[config.mk]
export PLATFORM = sky130hd
export DESIGN_NAME = axi_error_response_slave
export DESIGN_NICKNAME = d
export VERILOG_FILES = /design/src/shared/axi_decerr_pkg.sv /design/src/core/axi_error_response_slave.sv /design/src/core/error_log_fifo.sv /design/src/core/decerr_read_channel.sv
export SDC_FILE = /design/constraint.sdc
export NUM_CORES = 1
export LEC_CHECK = 0
export BUFFER_PORTS_ARGS = -buffer_cell sky130_fd_sc_hd__buf_4
export CORE_ASPECT_RATIO = 2
export CORE_MARGIN = 5
export CORE_UTILIZATION = 66
export CTS_BUF_LIST = sky130_fd_sc_hd__clkbuf_8
export CTS_CLUSTER_DIAMETER = 40
export DETAILED_ROUTE_END_ITERATION = 10
export PLACE_DENSITY = 0.88
export RECOVER_POWER = 50
export SLEW_MARGIN = 20
export SYNTH_ARGS = -nofsm -noshare
export SYNTH_HDL_FRONTEND = slang
export SYNTH_SLANG_ARGS = --single-unit
[constraint.sdc]
create_clock -name clk -period 7.35 [get_ports clk]
set_input_delay 0.3675 -clock clk [delete_from_list [all_inputs] [get_ports clk]]
set_output_delay 0.3675 -clock clk [all_outputs]
set_load 0.1 [all_outputs]
[src/shared/axi_decerr_pkg.sv]
// shared constants for the decode-error default target and its debug register port
package axi_decerr_pkg;
	// configured widths and log depth
	localparam int ID_WIDTH = 4;
	localparam int ADDR_WIDTH = 32;
	localparam int DATA_WIDTH = 32;
	localparam int LOG_DEPTH = 4;
	localparam int INFO_WIDTH = 9;
	localparam int CSR_ADDR_WIDTH = 10;
	localparam logic CSR_ENABLE = 1'h1;
	// axi response code
	localparam logic [1:0] RESP_DECERR = 2'h3;
	// register byte offsets
	localparam logic [9:0] OFF_STATUS = 10'h000;
	localparam logic [9:0] OFF_RLOG_INFO = 10'h100;
	localparam logic [9:0] OFF_WLOG_INFO = 10'h190;
	localparam logic [9:0] OFF_WLOG_ID = 10'h194;
	localparam logic [9:0] OFF_WLOG_ADDR_LO = 10'h198;
	localparam logic [9:0] OFF_WLOG_ADDR_HI = 10'h19C;
	localparam logic [9:0] OFF_WLOG_DATA0 = 10'h1A0;
	localparam logic [9:0] OFF_WLOG_DATA1 = 10'h1A4;
	localparam logic [9:0] OFF_WLOG_DATA2 = 10'h1A8;
	localparam logic [9:0] OFF_WLOG_DATA3 = 10'h1AC;
	// highest meaningful data word, whose read pops the write log
	localparam logic [9:0] WLOG_POP_OFFSET = (DATA_WIDTH == 32) ? OFF_WLOG_DATA0 :
		(DATA_WIDTH == 64) ? OFF_WLOG_DATA1 : OFF_WLOG_DATA3;
	// status bit positions and reset value
	localparam int STAT_WR_VIOL = 0;
	localparam int STAT_RD_VIOL = 1;
	localparam int STAT_WR_OVF = 2;
	localparam int STAT_RD_OVF = 3;
	localparam logic [3:0] STATUS_RESET = 4'h0;
	// burst info word: size at 6:4, length at 10:7, type at 12:11
	localparam int INFO_LSB = 4;
endpackage

[src/core/axi_error_response_slave.sv]
// default target answering undecoded axi3 accesses with decode error, with violation logs
`timescale 1ns/1ps
module axi_error_response_slave (
	// clock and reset
	input wire logic clk,
	input wire logic rst_n,
	// write address channel
	input wire logic [axi_decerr_pkg::ID_WIDTH-1:0] awid,
	input wire logic [axi_decerr_pkg::ADDR_WIDTH-1:0] awaddr,
	input wire logic [3:0] awlen,
	input wire logic [2:0] awsize,
	input wire logic [1:0] awburst,
	input wire logic awvalid,
	output logic awready,
	// write data channel
	input wire logic [axi_decerr_pkg::ID_WIDTH-1:0] wid,
	input wire logic [axi_decerr_pkg::DATA_WIDTH-1:0] wdata,
	input wire logic [axi_decerr_pkg::DATA_WIDTH/8-1:0] wstrb,
	input wire logic wlast,
	input wire logic wvalid,
	output logic wready,
	// write response channel
	output logic [axi_decerr_pkg::ID_WIDTH-1:0] bid,
	output logic [1:0] bresp,
	output logic bvalid,
	input wire logic bready,
	// read address channel
	input wire logic [axi_decerr_pkg::ID_WIDTH-1:0] arid,
	input wire logic [axi_decerr_pkg::ADDR_WIDTH-1:0] araddr,
	input wire logic [3:0] arlen,
	input wire logic [2:0] arsize,
	input wire logic [1:0] arburst,
	input wire logic arvalid,
	output logic arready,
	// read data channel
	output logic [axi_decerr_pkg::ID_WIDTH-1:0] rid,
	output logic [axi_decerr_pkg::DATA_WIDTH-1:0] rdata,
	output logic [1:0] rresp,
	output logic rlast,
	output logic rvalid,
	input wire logic rready,
	// debug register port
	input wire logic [axi_decerr_pkg::CSR_ADDR_WIDTH-1:0] csr_address,
	input wire logic csr_read,
	input wire logic csr_write,
	input wire logic [31:0] csr_writedata,
	output logic [31:0] csr_readdata,
	// violation interrupt
	output logic irq
);
	// one write log entry holds id, address, first beat and burst info at the configured widths
	localparam int WLOG_WIDTH = axi_decerr_pkg::ID_WIDTH + axi_decerr_pkg::ADDR_WIDTH +
		axi_decerr_pkg::DATA_WIDTH + axi_decerr_pkg::INFO_WIDTH;

	typedef enum logic [1:0] {
		W_IDLE = 2'b00,
		W_DATA = 2'b01,
		W_RESP = 2'b10
	} wr_state_t;

	typedef struct packed {
		wr_state_t wstate;
		logic awready;
		logic wready;
		logic bvalid;
		logic [axi_decerr_pkg::ID_WIDTH-1:0] bid;
		logic first_beat;
		logic [axi_decerr_pkg::ID_WIDTH-1:0] log_id;
		logic [axi_decerr_pkg::ADDR_WIDTH-1:0] log_addr;
		logic [axi_decerr_pkg::DATA_WIDTH-1:0] log_data;
		logic [axi_decerr_pkg::INFO_WIDTH-1:0] log_info;
		logic wlog_push;
		logic [3:0] status;
		logic irq;
		logic [31:0] readdata;
	} top_regs_t;

	top_regs_t s;
	top_regs_t n;

	// read channel and log wiring
	logic rd_violation;
	logic [axi_decerr_pkg::INFO_WIDTH-1:0] rd_info;
	logic rlog_full;
	logic rlog_empty;
	logic rlog_pop;
	logic [axi_decerr_pkg::INFO_WIDTH-1:0] rlog_head;
	logic wlog_full;
	logic wlog_empty;
	logic wlog_pop;
	logic [WLOG_WIDTH-1:0] wlog_entry;
	logic [WLOG_WIDTH-1:0] wlog_head;

	// fields of the write log head, widened to the register layout
	logic [axi_decerr_pkg::ID_WIDTH-1:0] head_id;
	logic [axi_decerr_pkg::ADDR_WIDTH-1:0] head_addr;
	logic [axi_decerr_pkg::DATA_WIDTH-1:0] head_data;
	logic [axi_decerr_pkg::INFO_WIDTH-1:0] head_info;
	logic [63:0] head_addr_ext;
	logic [127:0] head_data_ext;

	// register access decode
	logic status_wr;
	logic [3:0] clear_mask;
	logic [3:0] set_mask;

	// the read side lives in its own responder so it never waits on the write side
	decerr_read_channel u_read (
		.clk(clk),
		.rst_n(rst_n),
		.arid(arid),
		.arlen(arlen),
		.arsize(arsize),
		.arburst(arburst),
		.arvalid(arvalid),
		.arready(arready),
		.rid(rid),
		.rlast(rlast),
		.rvalid(rvalid),
		.rready(rready),
		.violation(rd_violation),
		.violation_info(rd_info)
	);

	// read violation log, burst info only
	error_log_fifo #(
		.WIDTH(axi_decerr_pkg::INFO_WIDTH),
		.DEPTH(axi_decerr_pkg::LOG_DEPTH)
	) u_read_log (
		.clk(clk),
		.rst_n(rst_n),
		.push(rd_violation && axi_decerr_pkg::CSR_ENABLE),
		.push_data(rd_info),
		.full(rlog_full),
		.pop(rlog_pop),
		.empty(rlog_empty),
		.head(rlog_head)
	);

	// write violation log: id, address, first data beat and burst info
	error_log_fifo #(
		.WIDTH(WLOG_WIDTH),
		.DEPTH(axi_decerr_pkg::LOG_DEPTH)
	) u_write_log (
		.clk(clk),
		.rst_n(rst_n),
		.push(s.wlog_push && axi_decerr_pkg::CSR_ENABLE),
		.push_data(wlog_entry),
		.full(wlog_full),
		.pop(wlog_pop),
		.empty(wlog_empty),
		.head(wlog_head)
	);

	// read data never carries meaning; every beat answers decode error
	assign rdata = '0;
	assign rresp = axi_decerr_pkg::RESP_DECERR;
	assign bresp = axi_decerr_pkg::RESP_DECERR;

	// pack the entry captured by the write state machine
	assign wlog_entry = {s.log_id, s.log_addr, s.log_data, s.log_info};
	assign {head_id, head_addr, head_data, head_info} = wlog_head;
	assign head_addr_ext = 64'(head_addr);
	assign head_data_ext = 128'(head_data);

	// reading the last meaningful data word, or the top word, retires the write entry
	assign wlog_pop = csr_read && !wlog_empty &&
		((csr_address == axi_decerr_pkg::WLOG_POP_OFFSET) ||
		(csr_address == axi_decerr_pkg::OFF_WLOG_DATA3));
	// reading the read log info word retires the read entry
	assign rlog_pop = csr_read && !rlog_empty && (csr_address == axi_decerr_pkg::OFF_RLOG_INFO);

	// status write-one-clear decode and hardware set events
	assign status_wr = csr_write && (csr_address == axi_decerr_pkg::OFF_STATUS);
	assign clear_mask = status_wr ? csr_writedata[3:0] : 4'h0;
	always_comb
	begin
		set_mask = 4'h0;
		if (axi_decerr_pkg::CSR_ENABLE)
		begin
			set_mask[axi_decerr_pkg::STAT_RD_VIOL] = rd_violation;
			set_mask[axi_decerr_pkg::STAT_WR_VIOL] = s.wlog_push;
			set_mask[axi_decerr_pkg::STAT_RD_OVF] = rd_violation && rlog_full;
			set_mask[axi_decerr_pkg::STAT_WR_OVF] = s.wlog_push && wlog_full;
		end
	end

	// write state machine, status bits and the registered read mux
	always_comb
	begin
		n = s;
		n.wlog_push = 1'b0;
		unique case (s.wstate)
			W_IDLE:
			begin
				// one address at a time; data is taken only after it
				if (awvalid)
				begin
					n.awready = 1'b0;
					n.wready = 1'b1;
					n.bid = awid;
					n.first_beat = 1'b1;
					n.log_id = awid;
					n.log_addr = awaddr;
					n.log_info = {awburst, awlen, awsize};
					n.wstate = W_DATA;
				end
			end
			W_DATA:
			begin
				// beats of the accepted burst are drained until wlast; wid is not checked
				if (wvalid)
				begin
					n.first_beat = 1'b0;
					if (s.first_beat)
						n.log_data = wdata;
					if (wlast)
					begin
						n.wready = 1'b0;
						n.bvalid = 1'b1;
						n.wlog_push = 1'b1;
						n.wstate = W_RESP;
					end
				end
			end
			W_RESP:
			begin
				if (bready)
				begin
					n.bvalid = 1'b0;
					n.awready = 1'b1;
					n.wstate = W_IDLE;
				end
			end
			default:
			begin
				n.awready = 1'b1;
				n.wready = 1'b0;
				n.bvalid = 1'b0;
				n.wstate = W_IDLE;
			end
		endcase

		// sticky bits: a set in the same cycle as a clear wins; fifo pops never clear them
		n.status = (s.status & ~clear_mask) | set_mask;
		n.irq = n.status[axi_decerr_pkg::STAT_RD_VIOL] || n.status[axi_decerr_pkg::STAT_WR_VIOL];

		// read data registered here gives the fixed one-cycle latency
		n.readdata = 32'h0000_0000;
		if (csr_read)
		begin
			unique case (csr_address)
				axi_decerr_pkg::OFF_STATUS:
					n.readdata = 32'(s.status);
				axi_decerr_pkg::OFF_RLOG_INFO:
					n.readdata = 32'(rlog_head) << axi_decerr_pkg::INFO_LSB;
				axi_decerr_pkg::OFF_WLOG_INFO:
					n.readdata = 32'(head_info) << axi_decerr_pkg::INFO_LSB;
				axi_decerr_pkg::OFF_WLOG_ID:
					n.readdata = 32'(head_id);
				axi_decerr_pkg::OFF_WLOG_ADDR_LO:
					n.readdata = head_addr_ext[31:0];
				axi_decerr_pkg::OFF_WLOG_ADDR_HI:
					n.readdata = head_addr_ext[63:32];
				axi_decerr_pkg::OFF_WLOG_DATA0:
					n.readdata = head_data_ext[31:0];
				axi_decerr_pkg::OFF_WLOG_DATA1:
					n.readdata = head_data_ext[63:32];
				axi_decerr_pkg::OFF_WLOG_DATA2:
					n.readdata = head_data_ext[95:64];
				axi_decerr_pkg::OFF_WLOG_DATA3:
					n.readdata = head_data_ext[127:96];
				default:
					n.readdata = 32'h0000_0000;
			endcase
		end
	end

	// single register stage for all top-level state; pops free slots for new entries
	always_ff @(posedge clk or negedge rst_n)
	begin
		if (!rst_n)
		begin
			s <= '0;
			s.wstate <= W_IDLE;
			s.awready <= 1'b1;
			s.status <= axi_decerr_pkg::STATUS_RESET;
		end
		else
			s <= n;
	end

	// outputs straight from the register stage
	assign awready = s.awready;
	assign wready = s.wready;
	assign bvalid = s.bvalid;
	assign bid = s.bid;
	assign csr_readdata = s.readdata;
	assign irq = s.irq;
endmodule // axi_error_response_slave

[src/core/error_log_fifo.sv]
// small log memory with registered head word, used for both violation logs
`timescale 1ns/1ps
module error_log_fifo #(
	parameter int WIDTH = 9,
	parameter int DEPTH = 4
) (
	// clock and reset
	input wire logic clk,
	input wire logic rst_n,
	// fill side
	input wire logic push,
	input wire logic [WIDTH-1:0] push_data,
	output logic full,
	// drain side
	input wire logic pop,
	output logic empty,
	output logic [WIDTH-1:0] head
);
	typedef struct packed {
		logic [DEPTH-1:0][WIDTH-1:0] mem;
		logic [3:0] wr_ptr;
		logic [3:0] rd_ptr;
		logic [4:0] count;
		logic [WIDTH-1:0] head;
	} fifo_state_t;

	fifo_state_t s;
	fifo_state_t n;
	logic do_push;
	logic do_pop;
	logic [3:0] rd_next;

	// a push into a full log is dropped; the caller flags the overflow
	always_comb
	begin
		n = s;
		do_push = push && (s.count != 5'(DEPTH));
		do_pop = pop && (s.count != 5'h00);
		rd_next = s.rd_ptr;
		if (do_pop)
			rd_next = (s.rd_ptr == 4'(DEPTH - 1)) ? 4'h0 : s.rd_ptr + 4'h1;
		if (do_push)
		begin
			n.mem[s.wr_ptr] = push_data;
			n.wr_ptr = (s.wr_ptr == 4'(DEPTH - 1)) ? 4'h0 : s.wr_ptr + 4'h1;
		end
		n.rd_ptr = rd_next;
		if (do_push && !do_pop)
			n.count = s.count + 5'h01;
		else if (do_pop && !do_push)
			n.count = s.count - 5'h01;
		// bypass so a word written into the head slot shows at once
		n.head = (do_push && (s.wr_ptr == rd_next)) ? push_data : s.mem[rd_next];
	end

	always_ff @(posedge clk or negedge rst_n)
	begin
		if (!rst_n)
			s <= '0;
		else
			s <= n;
	end

	assign full = (s.count == 5'(DEPTH));
	assign empty = (s.count == 5'h00);
	assign head = s.head;
endmodule // error_log_fifo

[src/core/decerr_read_channel.sv]
// read side responder: takes one read burst at a time and answers each beat with decode error
`timescale 1ns/1ps
module decerr_read_channel (
	// clock and reset
	input wire logic clk,
	input wire logic rst_n,
	// read address channel
	input wire logic [axi_decerr_pkg::ID_WIDTH-1:0] arid,
	input wire logic [3:0] arlen,
	input wire logic [2:0] arsize,
	input wire logic [1:0] arburst,
	input wire logic arvalid,
	output logic arready,
	// read data channel
	output logic [axi_decerr_pkg::ID_WIDTH-1:0] rid,
	output logic rlast,
	output logic rvalid,
	input wire logic rready,
	// violation event toward the log
	output logic violation,
	output logic [axi_decerr_pkg::INFO_WIDTH-1:0] violation_info
);
	typedef enum logic {
		R_IDLE = 1'b0,
		R_BURST = 1'b1
	} rd_state_t;

	typedef struct packed {
		rd_state_t state;
		logic arready;
		logic rvalid;
		logic rlast;
		logic [axi_decerr_pkg::ID_WIDTH-1:0] rid;
		logic [3:0] beats_left;
		logic violation;
		logic [axi_decerr_pkg::INFO_WIDTH-1:0] info;
	} rd_regs_t;

	rd_regs_t s;
	rd_regs_t n;

	// arready drops while a burst is answered, so only one read is outstanding
	always_comb
	begin
		n = s;
		n.violation = 1'b0;
		unique case (s.state)
			R_IDLE:
			begin
				if (arvalid)
				begin
					n.arready = 1'b0;
					n.rvalid = 1'b1;
					n.rid = arid;
					n.beats_left = arlen;
					n.rlast = (arlen == 4'h0);
					n.violation = 1'b1;
					n.info = {arburst, arlen, arsize};
					n.state = R_BURST;
				end
			end
			R_BURST:
			begin
				if (rready)
				begin
					if (s.rlast)
					begin
						n.rvalid = 1'b0;
						n.rlast = 1'b0;
						n.arready = 1'b1;
						n.state = R_IDLE;
					end
					else
					begin
						n.beats_left = s.beats_left - 4'h1;
						n.rlast = (s.beats_left == 4'h1);
					end
				end
			end
		endcase
	end

	always_ff @(posedge clk or negedge rst_n)
	begin
		if (!rst_n)
		begin
			s <= '0;
			s.arready <= 1'b1;
		end
		else
			s <= n;
	end

	assign arready = s.arready;
	assign rid = s.rid;
	assign rlast = s.rlast;
	assign rvalid = s.rvalid;
	assign violation = s.violation;
	assign violation_info = s.info;
endmodule // decerr_read_channel

### Word level (Yosys, flattened, before mapping)

Cells that the tools add are included.

* eq/ne operators: 27
* bitwise gates (word level): 7
* reduce and logical (&&, ||, !) cells: 48
* mux-type cells: 51
* add/sub/neg operators: 9
* $lt $le $gt $ge: 6

Operator list (count)
* $bwmux W308: 1
* $mux W77: 3
* $pmux W32 S6: 1
* $bmux W77 S2: 1
* $demux W77 S2: 1
* $eq A10 B9 Y1 const B: 6
* $mux W4: 11
* $mux W37: 1
* $bwmux W36: 1
* $mux W32: 1
* $mux W9: 3
* $mux W22: 1
* $mux W5: 4
* $logic_and A1 B1 Y1: 19
* $bmux W9 S2: 1
* $demux W9 S2: 1
* $add A4 B1 Y4 const B: 4
* $eq A4 B2 Y1 const B: 4
* $lt A4 B3 Y1 const B: 4
* $ne A2 B2 Y1 const B: 8
* $pmux W4 S2: 2
* $reduce_and A3 Y1: 5
* $reduce_and A4 Y1: 3
* $add A5 B1 Y5 const B: 2
* other kinds (29): 60

* logic and storage cells: 185
* bits in registers: 599

### Longest topological paths before layout

Gate-level depths: netlist (run 1).

* depth after elaboration: 9
* gate-level depth with buffers: 13

### Cells and area by module

Synthesis (run 1) repeated with hierarchy kept, for this count alone.

* cell total of the unflattened synthesis: 2251
* area, all modules: 27302.4 µm²

By module, submodules not included
* error_log_fifo (u_write_log): cells an instance 1415, area each 17735.8 µm², instances 1, sequential area each 9959.6 µm²
* axi_error_response_slave: cells an instance 487, area each 5662.9 µm², instances 1, sequential area each 3029.2 µm²
* error_log_fifo (u_read_log): cells an instance 239, area each 2867.8 µm², instances 1, sequential area each 1451.4 µm²
* decerr_read_channel: cells an instance 110, area each 1036.0 µm², instances 1, sequential area each 551.8 µm²

### Worst setup path after synthesis (run 1)

OpenSTA, ideal clock, no wires.

* path type: register -> register
* start: reg u_read_log.s[10] (netlist bit)
* end: reg u_read_log.s[13] (netlist bit)
* path buffers: 1
* arrival time: 3.121 ns
* data required time: 7.225 ns
* slack: 4.103 ns
* clock period less this slack: 3.247 ns
* stages on the path, launching flop included: 14
* cells stage by stage: dfrtp_1 > or4_1 > o21ai_0 > nor2_2 > inv_2 > clkbuf_1 > ha_1 > inv_1 > fa_1 > a21o_1 > a21oi_1 > xnor2_1 > nor2_1 > xor2_1

* word-level cells in the longest chain between the ends: 8
* elaborated cells between the ends (all ways): 17
* classes of those cells: add/sub (2); eq/ne (1); mux (2); reduce/logical (12)

Ends and longest elaborated chain
* start: declaration: RTL line error_log_fifo.sv:27 `fifo_state_t s;`
* start signal: assignment: RTL line error_log_fifo.sv:61 `s <= n;`
* branches (longest 8 deep; another with $sub A5 B1 Y5)

Several ways; the timed one is not identified. The select of a mux whose other input is x is not followed.
A chain may end at the register's enable or synchronous reset.

==> impl_summary.txt, run 1 <==
----------------------------------------------------
[GRT]
  Global-route wire length before repair ... 94.6 mm
  Remaining Overflow, GRT ... 0
  Number of global-route vias before repair ... around 18000
  Largest net degree at the start of global routing ... 186
  Total GRT Usage ... 0.260
  Antenna violations before repair ... 2

[Setup path]
  Highest-delay cell along the critical path ... clkbuf_1
  Top Family by Delay on Critical Path ... buffers and inverters
  Worst Reg-to-Reg Cells ... 9
  Crit path largest cell delay ... around 2.6 ns
  List of cells traversed by the critical path ... dlygate4sd3_1, buf_8, clkbuf_1
  Maximum net fanout on the critical path ... 92
  Buffers plus inverters on the worst setup path ... 3
  Startpoint type of the worst setup path ... primary input
  Setup Crit Path Kind ... in -> async
  CP required ... 6.99 ns
  Worst R2R Setup Slack ... 2.90 ns
  Reg-to-Reg Start ... u_write_log.s[80]
  RR Endpoint ... u_write_log.head[29]
  Crit path capture type ... asynchronous set/reset pin
  Total number of cells along the worst setup path ... 3
  Signal arrival time at the worst endpoint ... 4.18 ns

[Finish]
  Proportion of layout cells with a drive suffix above 1 ... 0.339
  Syn-to-layout area delta ... 13.1%
  Design Area, Final ... 30600 sq um
  Final instance count without filler cells ... 2792
  Layout Nets ... 2403

[Route]
  Pre-Repair DR Iteration Count ... 5
  Number of remaining DRC errors ... 0
  Average wire per cell in the routed design ... 21.0 um
  Total Routed Length ... between 50 and 60 mm
  Remaining number of nets flagged by the antenna check after routing ... 0
  Violation count after the first detailed-routing iteration ... 1064
  Via density per instance ... about 6.0
  Overall via count from detail_route ... between 15000 and 20000

[CTS]
  Maximum buffer depth of the clock tree ... 3
  Cts repair resizes ... 0
  Root Buffer ... clkbuf_8
  Clock-pin transition on the worst setup and hold timing paths ... around 0.070 ns
  CTS buffer count ... 84
  Clk_lat worst skew ... about 0.65 ns
  Clk sinks ... 599
  H-tree lvl count ... 3
  Clock tree from TritonCTS ... yes

[Run status]
  Result of the run ... finished, violations left
  Failing checks ... max-capacitance violations, max-slew violations

[Synthesis]
  Synth top cells by count ... 597 x dfrtp_1, 462 x mux2_2, 252 x mux2i_1
  Area fraction in compound gates after synthesis ... 0.0431
  Post-Synthesis Cells ... 1987
  Sequential element share of the synthesized area ... 0.555
  Main synth FF type ... dfrtp_1
  Cell types occupying the most area after synthesis ... dfrtp_1 55%, mux2_2 19%, mux2i_1 9.3%
  Xor-xnor portion of the synthesized cell area ... 0.00829
  Synth Area in Adders ... 0.0107
  Share of flip-flops with an asynchronous set or reset after synthesis ... 1.00
  Post-synthesis cell type count ... 67
  Top cell type's share of synthesized area ... 0.553
  Most common cell in the netlist ... dfrtp_1
  Main combinational cell family by area after synthesis ... multiplexers
  Library cell occupying the most area in the post-synthesis netlist ... dfrtp_1
  Simple-gate share of the synthesized area ... 0.0358
  Number of warning messages in the yosys log ... 0
  EDFF count, synth ... 0
  Syn Area/Cell ... 13.6 sq um
  Flip-flop and latch count after synthesis ... about 600
  Post-synthesis instance area ... 27000 sq um
  Proportion of synthesized area in mux cells ... 0.303

[Worst hold path]
  Endpoint of the worst hold path ... s[37]
  Worst min-delay path startpoint ... wlast
  Hold WC Path Type ... in -> reg
  Instance count along the most critical hold path ... 3

[STA]
  Final clock skew ... about 0.03 ns
  Part of the cycle the worst path needs ... 0.617
  Slew HR ... -1.43
  Min cycle time layout ... 4.54 ns
  Count of endpoints failing hold in the final timing report ... 0
  Final number of setup-violating endpoints ... 0
  Max Clk Rate ... 220 MHz
  Slew of the pin with the lowest slew margin ... 3.65 ns
  RSZ-0062 raised after global routing ... false
  Worst hold-check slack ... approximately 0.06 ns
  Max Slew Vio Count ... 373
  Sum Neg Setup Slack ... 0 ns

[Floorplan]
  Starting density of the core ... 0.664
  Chip height ... about 300 um
  Die outline area ... between 40000 and 50000 sq um
  Row cnt ... around 110
  Number of I/O pins ... 265
  Horizontal extent of the die ... 153 um
  Core ar. ... 40700 sq um

[Placement]
  HPWL after detailed placement ... 34.8 mm
  Placed instance count ... 2552
  RD Place Congestion ... 0.812
  Cell area after placement ... 28200 sq um
  # port buffers ... 160

[Pwr]
  Power per cell area ... 376 nW/um^2
  Lkg Pwr ... between 10 and 15 nW
  VDD IR max ... 0.000403 V

[Job]
  Max-cap violations ... 7

----------------------------------------------------
-- worst max-delay path by stage --
stage	startpoint	to	slack, ns
after floorplan	u_read_log.s[10]	u_read_log.s[13]	4.10
after global placement	csr_address[9]	u_write_log.head[33]	2.99
after detailed placement	csr_address[9]	u_write_log.head[26]	2.92
after CTS	u_write_log.s[80]	u_write_log.head[26]	2.89
after global routing	rst_n	u_read_log.s[14]	1.89
final	rst_n	u_read_log.s[14]	2.81
-- through the flow --
stage | power (W) | setup slack, ns | utilization
2_1_floorplan | 0.00804 | 4.10 | -
3_3_place_gp | 0.00870 | 2.99 | 0.692
3_5_place_dp | 0.00896 | 2.92 | 0.692
4_1_cts | 0.0116 | 2.89 | 0.756
5_1_grt | 0.0122 | 1.89 | 0.751
6_report | 0.0115 | 2.81 | 0.751
-- worst register-to-register path: stages, from the launching register on --
cell	delay, ns
dfrtp_1	0.42
or4_1	0.59
o211ai_1	0.31
a2111oi_0	0.16
a21oi_4	0.45
buf_4	0.71
buf_4	0.88
mux2i_1	0.37
mux2i_1	0.11
mux2_2	0.31
-- per-layer routing --
metal  vias up  share of wire  GRT usage
met5         -              0          0
met4         0          0.036      0.105
met3       126          0.054     0.0448
met2       517           0.50      0.432
met1      8590           0.41      0.342
li1       7421              -          -
-- kinds of logic (layout without fill, tap and decap cells) --
family,count (synthesis),after routing
muxes,745,745
buffers and inverters,211,446
other,2,37
AOI/OAI and AO/OA,181,181
and+or+nand+nor,203,203
adders and majority gates,22,22
DFF,599,599
xor gates and xnor gates,24,24
-- layout by cell type (no fill, tap or decap), types with 16 or more instances in the layout --
| cell type | n |
|---|---|
| nand3_1 | 16 |
| mux2i_1 | 252 |
| dfrtp_1 | 596 |
| buf_4 | 126 |
| mux2_4 | 31 |
| mux2_2 | 462 |
| a21oi_1 | 36 |
| clkbuf_8 | 103 |
| ha_1 | 20 |
| inv_1 | 50 |
| a22oi_1 | 45 |
| clkbuf_1 | 56 |
| nor2_1 | 33 |
| dlygate4sd3_1 | 95 |
| conb_1 | 36 |
| nand2_1 | 99 |
| o21ai_0 | 50 |
-- state kept, by name, indices dropped and copies added (netlist names), 4 cells and up --
| name | count |
|---|---|
| csr_readdata | 32 |
| s | 85 |
| u_read.rid | 4 |
| u_read.s | 5 |
| u_read.violation_info | 9 |
| u_read_log.head | 9 |
| u_read_log.s | 49 |
| u_write_log.head | 77 |
| u_write_log.s | 321 |
-- layout make-up --
type / count / area [sq um]
clock inverters: 40 / 213
clock buffers: 103 / 1420
fillers: 2618 / 10200
multi-input cells: 1211 / 11000
well taps: 535 / 669
diodes: 1 / 2.50
flip-flops and latches: 599 / 15000
repair buffers: 279 / 2150
inverters: 24 / 90.1
-- power breakdown --
part / switching [W] / internal (W)
Sequential: 0.00107 / 0.00472
Combinational: 0.00147 / 0.00171
Clock: 0.00122 / 0.00130
-- what timing repair did --
item,CTS,global route
setup buffers,0,0
hold buffers,95,0
hold endpoints to repair,184,0
Note: power is estimated with default switching activity, not from simulation.
==> run 2, diff against run 1 <==
- CORE_UTILIZATION: 66 -> 61
- PLACE_DENSITY: 0.88 -> 0.82
- clock period: 7.35 -> 4.25 ns (I/O delays scaled with it)
==> run 2 against run 1 <==
The flow still finishes with violations (max-capacitance violations, max-slew violations). Core utilization down 4.8 points. Worst setup slack worse by 2.1 ns. Clock power grew 67%. Sequential share of layout area down 0.58 points. Sequential cell count unchanged. Combinational power rose by 77%. First-iteration DRC count decreased by 12%. Critical path depth up 6. Clock skew down 0.0025 ns. Non-clock buffer count increased by 25. Critical endpoint is now u_write_log.head[34]. Largest power group unchanged. Highest routed layer unchanged.
==> impl_summary.txt, run 2 (synthesized netlist as in run 1, its figures left out) <==
----------------------------------------------------
[Finish]
  FF/Latch Area ... 15000 sq um (about the same)
  Footprint of the multi-input gates ... 11000 sq um (about the same)
  Most common library cell in the layout ignoring fill and taps ... dfrtp_1
  Number of filler cells placed in the layout ... 3101 (+18%)
  Largest register by flop count ... u_write_log.s
  Final instance count without filler cells ... 2838 (+1.6%)
  Design Area, Final ... 30900 sq um (+1.2%)
  Layout Nets ... 2426 (+0.96%)
  Most frequent cells in the layout ... 597 x dfrtp_1, 462 x mux2_2, 252 x mux2i_1
  Syn-to-layout area delta ... 14.5%
  Proportion of layout cells with a drive suffix above 1 ... 0.344 (+0.00549)
  Largest register FFs ... 321 (unchanged)

[CTS]
  Setup Buffers After CTS ... 0 (unchanged)
  Clk sinks ... 599 (unchanged)
  H-tree lvl count ... 3 (unchanged)
  Clock-pin transition on the worst setup and hold timing paths ... 0.06 ns (about the same)
  CTS buffer count ... 82 (-2.4%)
  Root Buffer ... clkbuf_8
  Clk_lat worst skew ... 0.65 ns (about the same)
  Clock tree from TritonCTS ... yes
  Maximum buffer depth of the clock tree ... 3 (unchanged)

[Setup path]
  Worst R2R Setup Slack ... 0.70 ns (-2.20 ns)
  Startpoint type of the worst setup path ... flip-flop
  Timing startpoint of the critical path ... u_write_log.s[80]
  Maximum net fanout on the critical path ... 108 (+17%)
  CP required ... 4.78 ns (-2.21 ns)
  Setup Crit Path Kind ... reg -> reg
  Crit path capture type ... flip-flop
  Signal arrival time at the worst endpoint ... 4.08 ns (-0.10 ns)
  Reg-to-Reg Start ... u_write_log.s[80]

[Floorplan]
  Starting density of the core ... 0.614 (-0.0501)
  Row cnt ... 109 (+3.8%)
  Chip height ... 308 um (+3.9%)
  Number of I/O pins ... 265 (unchanged)
  Core ar. ... 44100 sq um (+8.2%)
  Horizontal extent of the die ... 159 um (+3.8%)
  Die outline area ... 48900 sq um (+7.8%)

[GRT]
  Largest net degree at the start of global routing ... 118 (-37%)
  Remaining Overflow, GRT ... 0 (unchanged)
  Total GRT Usage ... 0.253 (-0.00635)
  Antenna violations before repair ... 2 (unchanged)
  Number of global-route vias before repair ... 18300 (+4.2%)
  Global-route wire length before repair ... 99.2 mm (+4.9%)

[STA]
  RSZ-0062 raised after global routing ... false
  Worst hold-check slack ... 0.104 ns (+0.0422 ns)
  Count of endpoints failing hold in the final timing report ... 0 (unchanged)
  Sum Neg Setup Slack ... 0 ns (unchanged)
  Final number of setup-violating endpoints ... 0 (unchanged)
  Part of the cycle the worst path needs ... 0.835
  Min cycle time layout ... 3.55 ns
  Max Slew Vio Count ... 112 (-70%)
  Final clock skew ... 0.0274 ns (-0.00246 ns)
  Slew HR ... -1.10 (+0.331)
  Max Clk Rate ... 282 MHz
  Final critical-path setup slack ... 0.702 ns (-2.11 ns)
  Slew of the pin with the lowest slew margin ... 3.15 ns (-0.497 ns)

[Route]
  Number of remaining DRC errors ... 0 (unchanged)
  Average wire per cell in the routed design ... 21.7 um (+3.4%)
  Via density per instance ... 5.87 (-1.6%)
  Violation count after the first detailed-routing iteration ... 934 (-12%)
  Pre-Repair DR Iteration Count ... 7 (+2)
  Total Routed Length ... 61.7 mm (+5.1%)
  Overall via count from detail_route ... 16700 (+0.048%)
  Remaining number of nets flagged by the antenna check after routing ... 0 (unchanged)

[Pwr]
  Lkg Pwr ... 14.9 nW (+1.2%)
  VDD IR max ... 0.000468 V (+16%)
  Power per cell area ... 643 nW/um^2 (+71%)

[Placement]
  Placed instance count ... 2585 (+1.3%)
  Cell area after placement ... 28400 sq um (+0.91%)
  Setup slack after placement ... 0.851 ns (-2.07 ns)
  HPWL after detailed placement ... 39.9 mm (+15%)
  # port buffers ... 160 (unchanged)
  RD Place Congestion ... 0.819 (+0.85%)

[Run status]
  Failing checks ... max-capacitance violations, max-slew violations
  Result of the run ... finished, violations left

[Job]
  Max-cap violations ... 1 (-6)

[Worst hold path]
  Hold WC Path Type ... in -> reg
  Worst min-delay path startpoint ... csr_address[8]

----------------------------------------------------
## run 2: final cells by class
| type | count | share of cell area |
|---|---|---|
| clock inverter | 43 | 0.00631 |
| timing repair buffer | 304 | 0.0821 |
| antenna | 2 | 0.000162 |
| inverter | 24 | 0.00291 |
| tap | 555 | 0.0224 |
| clock buffer | 100 | 0.0445 |
| sequential | 599 | 0.485 |
| multi-input combinational | 1211 | 0.357 |
## run 2: path summary, 6_finish.rpt
check                                        to  cells after the start
setup / recovery           u_write_log.head[34]                      9
hold / removal                  csr_readdata[1]                      4
setup reg to reg           u_write_log.head[34]                      9
hold reg to reg                  u_read.arready                      2
max in group asynchronous    u_write_log.s[321]                      3
min in group asynchronous    u_write_log.s[169]                      2
## run 2: what timing repair did
action / 4_1_cts / 5_1_grt
resized for setup: 0 / 0
endpoints found under the hold margin: 219 / 0
endpoints found under the setup margin: 0 / 0
hold buffers: 108 / 0
## run 2: through the flow
| stage | total power (W) | util |
|---|---|---|
| 2_1_floorplan | 0.0139 | - |
| 3_3_place_gp | 0.0152 | 0.646 |
| 3_5_place_dp | 0.0157 | 0.646 |
| 4_1_cts | 0.0201 | 0.706 |
| 5_1_grt | 0.0211 | 0.702 |
| 6_report | 0.0199 | 0.702 |
## run 2: worst max-delay path, stage by stage, from the launching register on
cell	delay, ns
dfrtp_1	0.41
or4_1	0.57
o211ai_1	0.30
a2111oi_0	0.16
a21oi_4	0.16
buf_4	0.27
buf_12	0.56
mux2i_1	0.39
mux2i_1	0.13
mux2_2	0.29
## run 2: routing by layer
layer / wire length, um / global-route usage / vias to the layer above
met4: 2750 / 0.112 / 0
met5: 0 / 0 / -
met3: 2200 / 0.0387 / 123
met1: 22800 / 0.283 / 8680
met2: 33900 / 0.473 / 407
li1: - / - / 7452
## run 2: power by group
| part | total (W) | switching (W) | internal [W] | leakage, nW |
|---|---|---|---|---|
| Combinational | 0.00564 | 0.00261 | 0.00303 | 6.51 |
| Sequential | 0.0100 | 0.00185 | 0.00817 | 7.51 |
| Clock | 0.00422 | 0.00210 | 0.00213 | 0.915 |
